## config.mk

```make
export PLATFORM = sky130hd
export DESIGN_NAME = substring_extract_overwrite
export DESIGN_NICKNAME = d
export VERILOG_FILES = /design/src/common/substring_pkg.sv /design/src/verilog/string_length_scan.sv /design/src/verilog/substring_extract_overwrite.sv
export VERILOG_INCLUDE_DIRS = /design/src /design/src/common
export SDC_FILE = /design/constraint.sdc
export NUM_CORES = 1
export LEC_CHECK = 0
export BUFFER_PORTS_ARGS = -buffer_cell sky130_fd_sc_hd__buf_2
export CORE_AREA = 2 2 227 229
export CTS_CLUSTER_DIAMETER = 200
export DETAILED_ROUTE_END_ITERATION = 10
export DIE_AREA = 0 0 229 231
export PLACE_DENSITY = 0.71
export SKIP_LAST_GASP = 1
export SYNTH_ARGS = -nofsm -noshare
export SYNTH_HDL_FRONTEND = slang
export SYNTH_SLANG_ARGS = --single-unit
```

## constraint.sdc

```tcl
create_clock -name clk -period 10 [get_ports clk]
set_input_delay 0 -clock clk [delete_from_list [all_inputs] [get_ports clk]]
set_output_delay 0 -clock clk [all_outputs]
set_load 0.02 [all_outputs]
```

## src/common/substring_defs.svh

```systemverilog
// constants for the substring extract and overwrite engine
`ifndef SUBSTRING_DEFS_SVH
`define SUBSTRING_DEFS_SVH

`define SUBSTR_WORD_W      16
`define SUBSTR_ERROR_CODE  16'h1A32
`define SUBSTR_NULL_BYTE   8'h00
`define SUBSTR_NULL_WORD   16'h0000
`define SUBSTR_COUNT_ALL   16'hFFFF
`define SUBSTR_COUNT_NONE  16'h0000
`define SUBSTR_COUNT_LOW   16'hFFFE
`define SUBSTR_RESET_WORD  16'h0000

`endif

```

## src/common/substring_pkg.sv

```systemverilog
// types shared by the substring engine and its string length scanner
package substring_pkg;

    typedef enum logic [3:0] {
        ST_IDLE,
        ST_POS,
        ST_CNT,
        ST_CHECK,
        ST_SCAN_SRC,
        ST_SCAN_DST,
        ST_PLAN,
        ST_RD_SRC,
        ST_RD_DST,
        ST_NEXT,
        ST_TERM,
        ST_ERROR,
        ST_DONE
    } state_type;

    typedef enum logic [1:0] {
        SC_IDLE,
        SC_REQ,
        SC_WAIT
    } scan_state_type;

endpackage

```

## src/verilog/string_length_scan.sv

```systemverilog
// walks a word range and reports the byte length up to the first zero byte
`timescale 1ns/1ps
`include "substring_defs.svh"

module string_length_scan
    import substring_pkg::*;
#(
    parameter int ADDR_W = 16
) (
    input  wire logic              clk,
    input  wire logic              reset,
    input  wire logic              start,
    input  wire logic [ADDR_W-1:0] base,
    input  wire logic [ADDR_W-1:0] limit,
    input  wire logic              rvalid,
    input  wire logic [15:0]       rdata,
    output logic                   req,
    output logic [ADDR_W-1:0]      addr,
    output logic                   done,
    output logic                   found,
    output logic [15:0]            length
);

    scan_state_type    state_q;
    logic [ADDR_W-1:0] limit_q;

    always_ff @(posedge clk or posedge reset) begin
        if (reset) begin
            state_q <= SC_IDLE;
            addr    <= '0;
            limit_q <= '0;
            length  <= `SUBSTR_RESET_WORD;
            req     <= 1'b0;
            done    <= 1'b0;
            found   <= 1'b0;
        end else begin
            req  <= 1'b0;
            done <= 1'b0;
            unique case (state_q)
                SC_IDLE: begin
                    if (start) begin
                        addr    <= base;
                        limit_q <= limit;
                        length  <= `SUBSTR_RESET_WORD;
                        state_q <= SC_REQ;
                    end
                end
                SC_REQ: begin
                    req     <= 1'b1;
                    state_q <= SC_WAIT;
                end
                SC_WAIT: begin
                    if (rvalid) begin
                        // low byte holds the earlier character of the pair
                        if (rdata[7:0] == `SUBSTR_NULL_BYTE) begin
                            found   <= 1'b1;
                            done    <= 1'b1;
                            state_q <= SC_IDLE;
                        end else if (rdata[15:8] == `SUBSTR_NULL_BYTE) begin
                            length  <= length + 16'h0001;
                            found   <= 1'b1;
                            done    <= 1'b1;
                            state_q <= SC_IDLE;
                        end else if (addr == limit_q) begin
                            found   <= 1'b0;
                            done    <= 1'b1;
                            state_q <= SC_IDLE;
                        end else begin
                            addr    <= addr + ADDR_W'(1);
                            length  <= length + 16'h0002;
                            state_q <= SC_REQ;
                        end
                    end
                end
            endcase
        end
    end

endmodule // string_length_scan

```

## src/verilog/substring_extract_overwrite.sv

```systemverilog
// substring extract and overwrite engine on a word-wide device memory
`timescale 1ns/1ps
`include "substring_defs.svh"

module substring_extract_overwrite
    import substring_pkg::*;
#(
    parameter int ADDR_W = 16
) (
    input  wire logic              clk,
    input  wire logic              reset,
    input  wire logic              command_input,
    input  wire logic              pulsed_mode,
    input  wire logic              overwrite_select,
    input  wire logic              error_clear,
    input  wire logic [ADDR_W-1:0] source_string_operand,
    input  wire logic [ADDR_W-1:0] source_limit,
    input  wire logic [ADDR_W-1:0] position_count_operand,
    input  wire logic [ADDR_W-1:0] dest_operand,
    input  wire logic [ADDR_W-1:0] dest_limit,
    input  wire logic [15:0]       mem_rdata,
    output logic [ADDR_W-1:0]      mem_addr,
    output logic                   mem_rd,
    output logic                   mem_wr,
    output logic [15:0]            mem_wdata,
    output logic                   busy,
    output logic                   done,
    output logic                   operation_error_flag,
    output logic [15:0]            error_code_word
);

    state_type          state_q;
    logic               cmd_prev_q;
    logic               edge_pend_q;
    logic               ovw_q;
    logic [ADDR_W-1:0]  src_q;
    logic [ADDR_W-1:0]  srclim_q;
    logic [ADDR_W-1:0]  pcop_q;
    logic [ADDR_W-1:0]  dst_q;
    logic [ADDR_W-1:0]  dstlim_q;
    logic signed [15:0] pos_q;
    logic signed [15:0] cnt_q;
    logic [15:0]        src_len_q;
    logic [15:0]        dst_len_q;
    logic [15:0]        s_q;
    logic [15:0]        n_q;
    logic [15:0]        i_q;
    logic [7:0]         acc_q;
    logic [7:0]         byte_q;
    logic               pend_q;
    logic               rvalid_q;

    logic               start_go;
    logic               rd_go;
    logic               wr_go;
    logic [ADDR_W-1:0]  rd_addr;
    logic [ADDR_W-1:0]  wr_addr;
    logic [15:0]        wr_data;
    logic [15:0]        bidx;
    logic [7:0]         sbyte;
    logic               scan_start;
    logic [ADDR_W-1:0]  scan_base;
    logic [ADDR_W-1:0]  scan_limit;
    logic               scan_req;
    logic [ADDR_W-1:0]  scan_addr;
    logic               scan_done;
    logic               scan_found;
    logic [15:0]        scan_len;
    logic [15:0]        s_pos;
    logic [15:0]        s_sel;
    logic [15:0]        n_sel;
    logic [15:0]        room;
    logic [16:0]        dst_words;
    logic               ext_err;
    logic               ovw_err;

    // a pulsed request that lands while busy is held, not dropped
    assign start_go = (state_q == ST_IDLE)
                   && (pulsed_mode ? edge_pend_q : command_input);

    always_ff @(posedge clk or posedge reset) begin
        if (reset) begin
            cmd_prev_q  <= 1'b0;
            edge_pend_q <= 1'b0;
        end else begin
            cmd_prev_q <= command_input;
            if (command_input && !cmd_prev_q) begin
                edge_pend_q <= 1'b1;
            end else if (start_go && pulsed_mode) begin
                edge_pend_q <= 1'b0;
            end
        end
    end

    // byte index into the source or destination; one count per byte
    assign bidx  = s_q + i_q;
    assign sbyte = bidx[0] ? mem_rdata[15:8] : mem_rdata[7:0];

    // position 0 and 1 both name the first character
    assign s_pos = (pos_q == 16'sh0000) ? 16'h0000 : 16'(pos_q - 16'sh0001);
    assign s_sel = (!ovw_q && cnt_q == `SUBSTR_COUNT_ALL) ? 16'h0000 : s_pos;
    assign n_sel = (cnt_q == `SUBSTR_COUNT_ALL) ? src_len_q : cnt_q;
    assign dst_words = 17'(dstlim_q - dst_q) + 17'h00001;
    assign room = dst_len_q - s_sel;

    assign ext_err = (17'(s_sel) + 17'(n_sel) > 17'(src_len_q))
                  || ({2'b00, n_sel} > {dst_words, 1'b0})
                  || (17'(n_sel[15:1]) + 17'h00001 > dst_words);
    assign ovw_err = (16'(pos_q) > dst_len_q)
                  || (cnt_q != `SUBSTR_COUNT_ALL && n_sel > src_len_q);

    assign scan_start = (state_q == ST_CHECK && !(pos_q < 16'sh0000)
                         && !(cnt_q <= $signed(`SUBSTR_COUNT_LOW))
                         && cnt_q != `SUBSTR_COUNT_NONE)
                     || (state_q == ST_SCAN_SRC && scan_done && scan_found && ovw_q);
    assign scan_base  = (state_q == ST_CHECK) ? src_q : dst_q;
    assign scan_limit = (state_q == ST_CHECK) ? srclim_q : dstlim_q;

    string_length_scan #(
        .ADDR_W (ADDR_W)
    ) u_scan (
        .clk    (clk),
        .reset  (reset),
        .start  (scan_start),
        .base   (scan_base),
        .limit  (scan_limit),
        .rvalid (rvalid_q),
        .rdata  (mem_rdata),
        .req    (scan_req),
        .addr   (scan_addr),
        .done   (scan_done),
        .found  (scan_found),
        .length (scan_len)
    );

    always_comb begin
        rd_go   = 1'b0;
        rd_addr = '0;
        wr_go   = 1'b0;
        wr_addr = '0;
        wr_data = `SUBSTR_NULL_WORD;
        unique case (state_q)
            ST_POS: begin
                rd_go   = !pend_q;
                rd_addr = pcop_q;
            end
            ST_CNT: begin
                rd_go   = !pend_q;
                rd_addr = pcop_q + ADDR_W'(1);
            end
            ST_SCAN_SRC, ST_SCAN_DST: begin
                rd_go   = scan_req;
                rd_addr = scan_addr;
            end
            ST_RD_SRC: begin
                rd_go   = !pend_q;
                // overwrite takes the source from its head, not from the start offset
                rd_addr = src_q + ADDR_W'(ovw_q ? i_q[15:1] : bidx[15:1]);
                if (rvalid_q && !ovw_q && i_q[0]) begin
                    wr_go   = 1'b1;
                    wr_addr = dst_q + ADDR_W'(i_q[15:1]);
                    wr_data = {sbyte, acc_q};
                end
            end
            ST_RD_DST: begin
                rd_go   = !pend_q;
                rd_addr = dst_q + ADDR_W'(bidx[15:1]);
                if (rvalid_q) begin
                    wr_go   = 1'b1;
                    wr_addr = rd_addr;
                    wr_data = bidx[0] ? {byte_q, mem_rdata[7:0]}
                                      : {mem_rdata[15:8], byte_q};
                end
            end
            ST_TERM: begin
                wr_go   = 1'b1;
                wr_addr = dst_q + ADDR_W'(n_q[15:1]);
                wr_data = n_q[0] ? {`SUBSTR_NULL_BYTE, acc_q}
                                 : `SUBSTR_NULL_WORD;
            end
            default: begin
                rd_go = 1'b0;
            end
        endcase
    end

    // memory port; read data is valid the cycle after mem_rd
    always_ff @(posedge clk or posedge reset) begin
        if (reset) begin
            mem_addr  <= '0;
            mem_rd    <= 1'b0;
            mem_wr    <= 1'b0;
            mem_wdata <= `SUBSTR_NULL_WORD;
            rvalid_q  <= 1'b0;
            pend_q    <= 1'b0;
        end else begin
            mem_rd   <= rd_go;
            mem_wr   <= wr_go;
            rvalid_q <= mem_rd;
            if (wr_go) begin
                mem_addr  <= wr_addr;
                mem_wdata <= wr_data;
            end else if (rd_go) begin
                mem_addr <= rd_addr;
            end
            if (rvalid_q) begin
                pend_q <= 1'b0;
            end else if (rd_go && state_q != ST_SCAN_SRC && state_q != ST_SCAN_DST) begin
                pend_q <= 1'b1;
            end
        end
    end

    always_ff @(posedge clk or posedge reset) begin
        if (reset) begin
            state_q   <= ST_IDLE;
            ovw_q     <= 1'b0;
            src_q     <= '0;
            srclim_q  <= '0;
            pcop_q    <= '0;
            dst_q     <= '0;
            dstlim_q  <= '0;
            pos_q     <= 16'sh0000;
            cnt_q     <= 16'sh0000;
            src_len_q <= `SUBSTR_RESET_WORD;
            dst_len_q <= `SUBSTR_RESET_WORD;
            s_q       <= `SUBSTR_RESET_WORD;
            n_q       <= `SUBSTR_RESET_WORD;
            i_q       <= `SUBSTR_RESET_WORD;
            acc_q     <= `SUBSTR_NULL_BYTE;
            byte_q    <= `SUBSTR_NULL_BYTE;
        end else begin
            unique case (state_q)
                ST_IDLE: begin
                    if (start_go) begin
                        ovw_q    <= overwrite_select;
                        src_q    <= source_string_operand;
                        srclim_q <= source_limit;
                        pcop_q   <= position_count_operand;
                        dst_q    <= dest_operand;
                        dstlim_q <= dest_limit;
                        state_q  <= ST_POS;
                    end
                end
                ST_POS: begin
                    if (rvalid_q) begin
                        pos_q   <= mem_rdata;
                        state_q <= ST_CNT;
                    end
                end
                ST_CNT: begin
                    if (rvalid_q) begin
                        cnt_q   <= mem_rdata;
                        state_q <= ST_CHECK;
                    end
                end
                ST_CHECK: begin
                    if (pos_q < 16'sh0000 || cnt_q <= $signed(`SUBSTR_COUNT_LOW)) begin
                        state_q <= ST_ERROR;
                    end else if (cnt_q == `SUBSTR_COUNT_NONE) begin
                        state_q <= ST_DONE;
                    end else begin
                        state_q <= ST_SCAN_SRC;
                    end
                end
                ST_SCAN_SRC: begin
                    if (scan_done) begin
                        src_len_q <= scan_len;
                        if (!scan_found) begin
                            state_q <= ST_ERROR;
                        end else if (ovw_q) begin
                            state_q <= ST_SCAN_DST;
                        end else begin
                            state_q <= ST_PLAN;
                        end
                    end
                end
                ST_SCAN_DST: begin
                    if (scan_done) begin
                        dst_len_q <= scan_len;
                        state_q   <= scan_found ? ST_PLAN : ST_ERROR;
                    end
                end
                ST_PLAN: begin
                    s_q <= s_sel;
                    i_q <= `SUBSTR_RESET_WORD;
                    if (!ovw_q) begin
                        n_q <= n_sel;
                        if (ext_err) begin
                            state_q <= ST_ERROR;
                        end else begin
                            state_q <= (n_sel == 16'h0000) ? ST_TERM : ST_RD_SRC;
                        end
                    end else begin
                        // past the last character nothing is written
                        n_q <= (n_sel > room) ? room : n_sel;
                        if (ovw_err) begin
                            state_q <= ST_ERROR;
                        end else begin
                            state_q <= (n_sel == 16'h0000 || room == 16'h0000)
                                       ? ST_DONE : ST_RD_SRC;
                        end
                    end
                end
                ST_RD_SRC: begin
                    if (rvalid_q) begin
                        if (ovw_q) begin
                            // source is read from its head; s_q aims the destination
                            byte_q  <= i_q[0] ? mem_rdata[15:8] : mem_rdata[7:0];
                            state_q <= ST_RD_DST;
                        end else begin
                            if (!i_q[0]) begin
                                acc_q <= sbyte;
                            end
                            state_q <= ST_NEXT;
                        end
                    end
                end
                ST_RD_DST: begin
                    if (rvalid_q) begin
                        state_q <= ST_NEXT;
                    end
                end
                ST_NEXT: begin
                    i_q <= i_q + 16'h0001;
                    if (i_q + 16'h0001 == n_q) begin
                        state_q <= ovw_q ? ST_DONE : ST_TERM;
                    end else begin
                        state_q <= ST_RD_SRC;
                    end
                end
                ST_TERM: begin
                    state_q <= ST_DONE;
                end
                ST_ERROR: begin
                    state_q <= ST_DONE;
                end
                ST_DONE: begin
                    state_q <= ST_IDLE;
                end
            endcase
        end
    end

    always_ff @(posedge clk or posedge reset) begin
        if (reset) begin
            busy                 <= 1'b0;
            done                 <= 1'b0;
            operation_error_flag <= 1'b0;
            error_code_word      <= `SUBSTR_RESET_WORD;
        end else begin
            busy <= start_go || (state_q != ST_IDLE && state_q != ST_DONE);
            done <= (state_q == ST_DONE);
            // a new error in the clearing cycle still wins
            if (state_q == ST_ERROR) begin
                operation_error_flag <= 1'b1;
                error_code_word      <= `SUBSTR_ERROR_CODE;
            end else if (error_clear) begin
                operation_error_flag <= 1'b0;
                error_code_word      <= `SUBSTR_RESET_WORD;
            end
        end
    end

endmodule // substring_extract_overwrite

```

# [Word-level counts from Yosys, hierarchy flattened]
# Index checks and enable logic that the tools add are counted.
# Widths: inputs -> output; s select.
[totals] reg_bits=323 output_inout_bits=53 word_cells=239
[classes] n_addsub=16 order_cmp=8 n_eq_ne=34 n_mux=83 n_bitwise=2 reduce_logical=61
[op_table] op="$mux 16" count=26
[op_table] op="$pmux 16 s2" count=3
[op_table] op="$pmux 16 s3" count=2
[op_table] op="$pmux 16 s5" count=1
[op_table] op="$mux 4" count=17
[op_table] op="$add 16x1->16 const B" count=4
[op_table] op="$add 16x15->16" count=4
[op_table] op="$logic_not 16->1" count=4
[op_table] op="$gt 16x16->1" count=3
[op_table] op="$pmux 4 s12" count=1
[op_table] op="$eq 16x16->1" count=2
[op_table] op="$mux 8" count=3
[op_table] op="$eq 4x4->1 const B" count=5
[op_table] op="$mux 1" count=20
[op_table] op="$ne 2x2->1 const B" count=10
[op_table] op="$gt 16x18->1" count=1
[op_table] op="$add 16x16->17" count=1
[op_table] op="$add 17x1->17 const B" count=1
[op_table] op="$gt 16x17->1" count=1
[op_table] op="$gt 17x16->1" count=1
[op_table] op="$sub 16x16->17" count=1
[op_table] op="$add 15x1->16 const B" count=1
[op_table] op="$add 16x16->16" count=1
[op_table] op="$add 16x2->16 const B" count=1
[op_table] op="40 further kinds" count=90

# [Longest topological paths before layout]
[logic_depth] word_depth=10 ltp_mapped=26

# [By module]
# Synthesis repeated with hierarchy kept, for this count alone.
[hier_totals] cells_unflattened=2809 area_unflattened_um2=24252.0
[by_module_without_submodules] module="substring_extract_overwrite" instances=1 cells_per_inst=2456 area_per_inst_um2=21242.9 seq_area_each_um2=6356.1
[by_module_without_submodules] module="string_length_scan" instances=1 cells_per_inst=353 area_per_inst_um2=3009.1 seq_area_each_um2=1326.3

# [Worst setup path before layout]
# No wires, ideal clock.
[synth_path] path_kind="flip-flop to flip-flop" startpoint="reg cnt_q[8]" endpoint="reg n_q[2]" t_arrival_ns=5.568 setup_slack_ns=4.350 stages_incl_launch_ff=27 path_buffers=5 path_cell_list="dfrtp_1 > nand4_1 > or4_1 > buf_2 > nor2_1 > a41oi_1 > clkbuf_1 > nand2_1 > ha_1 > clkbuf_1 > a21oi_1 > nand2_1 > o211a_1 > o2111ai_1 > a21oi_1 > nor3b_1 > ha_1 > a21o_1 > a21o_1 > a21oi_1 > o21ai_0 > a2111oi_0 > or4_1 > clkbuf_1 > buf_2 > mux2_2 > o21ai_0"
[synth_between] elab_chain_cells=7 elab_cells_between_ends=8 cone_classes="add/sub: 1; order compare: 1; eq/ne: 1; mux: 4; reduce/logical: 1"
[synth_rtl] element="from (decl)" line="substring_extract_overwrite.sv:42" rtl="logic signed [15:0] cnt_q;"
[synth_rtl] element="from (signal assigned)" line="substring_extract_overwrite.sv:253" rtl="cnt_q <= mem_rdata;"
[synth_rtl] element="$eq 16x16->1 (no line)"
[synth_rtl] element="$logic_and 1x1->1 (no line)"
[synth_rtl] element="$mux 16" line="substring_extract_overwrite.sv:101" rtl="assign s_sel = (!ovw_q && cnt_q == `SUBSTR_COUNT_ALL) ? 16'h0000 : s_pos;"
[synth_rtl] element="$sub 16x16->16" line="substring_extract_overwrite.sv:104" rtl="assign room = dst_len_q - s_sel;"
[synth_rtl] element="$gt 16x16->1" line="substring_extract_overwrite.sv:296" rtl="n_q <= (n_sel > room) ? room : n_sel;"
[synth_rtl] element="$mux 16" line="substring_extract_overwrite.sv:296"
[synth_rtl] element="$mux 16 (*)" line="substring_extract_overwrite.sv:287" rtl="if (!ovw_q) begin"
[synth_rtl] element="to (signal assigned)" line="substring_extract_overwrite.sv:228" rtl="n_q <= `SUBSTR_RESET_WORD;"
[synth_rtl] element="to (signal assigned)" line="substring_extract_overwrite.sv:288" rtl="n_q <= n_sel;"
[synth_rtl] element="to (signal assigned)" line="substring_extract_overwrite.sv:296"
[synth_rtl] element="to (decl)" line="substring_extract_overwrite.sv:46" rtl="logic [15:0] n_q;"
# Mark *: on every way between the ends. The rest lies on a longest branch, timed or not.
# A chain may end at the register's enable or synchronous reset.

# [Final worst setup path]
[layout_path] startpoint="reg cnt_q[15]" endpoint="reg n_q[2]"
# The elaborated chain is that of the path after synthesis.

==> flow_metrics.py <==
metrics = {
    "timing": {
        "fmax_mhz": 137,
        "fin_setup_tns_ns": 0,
        "max_slew_margin_pct": 18.6,
        "finClkSkew_ns": 0.0187,
        "worst_pin_slew_ns": 1.22,
        "finalHoldViolCount": 0,
        "rsz0062_at_grt": "no",
        "fin_crit_ns": 7.33,
        "finalMaxSlewViolations": 0,
        "setup_violations": 0,
        "post-route-period-util_pct": 73.3,
        "setup_ws_ns": 2.67,
    },
    "floorplan": {
        "die_h_um": 231,
        "start_util_pct": 47.2,
        "core-area_mm2": 0.0507,
        "die_w_um": 229,
        "rows": 83,
        "ios": 155,
        "die_area_mm2": 0.0529,
    },
    "flow_run": {
        "maxCapViolations": 0,
    },
    "route": {
        "drt_iter0_drc": 2093,
        "post_drt_wl_per_cell_um": 22.7,
        "ant_nets": 0,
        "wl_um": 83100,
        "vias": 22600,
        "via_per_inst": 6.18,
        "firstDrtPassIters": 8,
        "drcViolationCount": 0,
    },
    "setup_path": {
        "endpoint_kind": "flop",
        "reg2reg_depth": 21,
        "path_class": "reg2reg",
        "critPathLaunchType": "flop",
        "worst_ep_arrival_time_ns": 7.78,
        "critical_path.max_fanout": 26,
        "critPathRequiredTime_ns": 10.45,
    },
    "power_and_ir_drop": {
        "ir_drop_mv": 0.197,
        "p_sw_share_pct": 49.0,
        "combPwrFrac_pct": 63.6,
        "powerDensity_mw_per_mm2": 388,
        "p_sw_mw": 5.23,
        "sequentialPowerShare_pct": 23.0,
        "clockPowerShare_pct": 13.4,
        "finalPower_mw": 10.7,
        "internal_power_mw": 5.43,
        "p_leak_nw": 12.4,
    },
    "layout": {
        "antennaDiodeCount": 0,
        "fin_nets": 3300,
        "regArea_mm2": 0.00768,
        "fillers": 4654,
        "layout-drive-gt1-share_pct": 12.3,
        "area_growth_pct": 15.0,
        "layout_common_cells": "307 x dfrtp_1, 293 x nand2_1, 240 x o21ai_0, 240 x ha_1, 225 x nor2_1",
        "design_area_mm2": 0.0275,
        "multi_input_area_mm2": 0.0152,
        "mostFrequentLayoutCell": "dfrtp_1",
    },
    "synthesis": {
        "synth.largest_area_cell": "dfrtp_1",
        "synth_ff_type": "dfrtp_1",
        "ys_seq_elements": 307,
        "netlist_area_mm2": 0.0239,
        "ys_types": 78,
        "yosysSeqAreaShare_pct": 32.1,
        "yosys_warnings": 0,
        "synth.area.top_cells": "dfrtp_1 32%, ha_1 13%, mux2_2 5.3%",
        "async_flop_share_pct": 100,
        "postSynthAreaPerCell_um2": 8.68,
        "synth_edf_count": 0,
        "synth_top_area_share_pct": 32.1,
        "syn_inst": 2756,
    },
    "placed_design": {
        "postPlaceCellArea_mm2": 0.0252,
        "routabilityCongestion": 0.987,
        "io_buffers": 144,
        "pre_cts_slack_ns": 2.85,
        "hpwl_um": 63400,
    },
    "worst_hold_path": {
        "worst_hold_path_type": "in2async",
    },
    "cts": {
        "cts_max_level": 2,
        "cts_setup_buffers": 0,
        "cts_buffers": 36,
        "insertion_delay_ns": 0.56,
        "cts_resized": 0,
        "path_clk_slew_ns": 0.06,
        "cts_tree": "yes",
        "hold_buffers": 102,
        "numClockSinks": 307,
        "clock_path_buffers": 3,
        "root_buffer": "clkbuf_16",
    },
    "grt": {
        "grt_pass1_vias": 21900,
        "grt_overflow": 0,
        "grt_max_degree": 104,
        "antenna_found_initial": 3,
        "grt_pass1_wl_um": 126000,
        "grt_util_all_layers_pct": 30.8,
    },
    "run_status": {
        "run_status": "complete, no violations",
    },
}
[cell families after synthesis]
family | share of synthesized area, %
AOI/OAI and AO/OA | 20.2
xor gates and xnor gates | 6.17
adders and majority gates | 13.2
buffers and inverters | 4.41
DFF | 32.1
muxes | 6.99
other | 0.0157
and+or+nand+nor | 16.9
[final timing paths]
path,slack (ns),startpoint,to
hold / removal,0.08,reset,i_q[11]$_DFFE_PP0P_
min in group clk,0.16,command_input,cmd_prev_q$_DFF_PP0_
setup / recovery,2.67,cnt_q[15]$_DFFE_PP0P_,n_q[2]$_DFFE_PP0P_
setup reg to reg,2.67,cnt_q[15]$_DFFE_PP0P_,n_q[2]$_DFFE_PP0P_
max in group asynchronous,7.54,reset,mem_wdata[1]$_DFFE_PP0P_
hold reg to reg,0.38,mem_rd$_DFF_PP0_,rvalid_q$_DFF_PP0_
[cells in the mapped netlist (all sizes together), types with 9 or more instances]
master     n
o22a      12
xnor2    106
a211oi    28
o22ai     13
mux2i     41
inv      135
nand3     63
o211ai    23
o21ai    244
ha       240
mux2     112
a21o      35
or3       16
clkbuf    96
a21oi    175
o2111ai   12
o31ai     12
nor3      48
nand2b    20
dfrtp    307
o41ai     11
xor2      60
and3      26
a222oi    14
o21a      30
a221oi    13
a31oi     34
and2       9
or4       11
buf       32
nand2    294
nor2b     32
nor2     226
o21bai    16
nor4      27
nand4     52
[final cells by class]
| cell class | instances | area share, % |
|---|---|---|
| clock buffers | 46 | 3.68 |
| clock inverters | 19 | 0.901 |
| inverters | 135 | 1.87 |
| multi-input cells | 2195 | 55.4 |
| flip-flops and latches | 307 | 27.9 |
| well taps | 680 | 3.09 |
| repair buffers | 275 | 7.12 |
[metrics by stage]
| step | util, % | instances | hold WS [ns] |
|---|---|---|---|
| 5_1_grt | 54.3 | 3657 | 0.154 |
| 2_1_floorplan | - | 2765 | 0.0314 |
| 6_report | 54.3 | 3657 | 0.0834 |
| 4_1_cts | 54.3 | 3657 | 0.137 |
| 3_5_place_dp | 49.8 | 3490 | 0.135 |
| 3_3_place_gp | 49.8 | 3490 | 0.138 |
[per-layer routing]
metal  global-route usage [%]  vias up  wire length [um]
li1                         -    10400                 -
met1                     39.2    10900             34100
met2                     51.1      980             38500
met3                     4.56      230              6060
met4                     15.4        4              4420
met5                        0        -                29
[critical path, stage by stage (launching register included)]
cell and delay [ns]:
dfrtp_1 0.48, nand4_1 0.14, or4_1 0.68, nor2_1 0.25, a41oi_1 0.79, nand2b_1 0.29, ha_1 0.28, or2_2 0.30
o21a_1 0.24, o211a_1 0.29, o2111ai_1 0.29, a21oi_1 0.12, nor3b_1 0.47, ha_1 0.35, a21o_1 0.16, a21o_1 0.16
a21oi_1 0.14, o21ai_0 0.13, a2111oi_0 0.37, or4_1 0.69, mux2_2 0.41, o21ai_0 0.19
[power groups by stage]
stage / clock network, mW / registers, mW / logic, mW
final: 1.43 / 2.46 / 6.78
after global routing: 1.49 / 2.49 / 7.52
after CTS: 1.44 / 2.42 / 6.68
after detailed placement: 0 / 2.44 / 6.59
after global placement: 0 / 2.42 / 6.41
after floorplan: 0 / 2.16 / 4.98
Power figures use the tool's default switching activity.
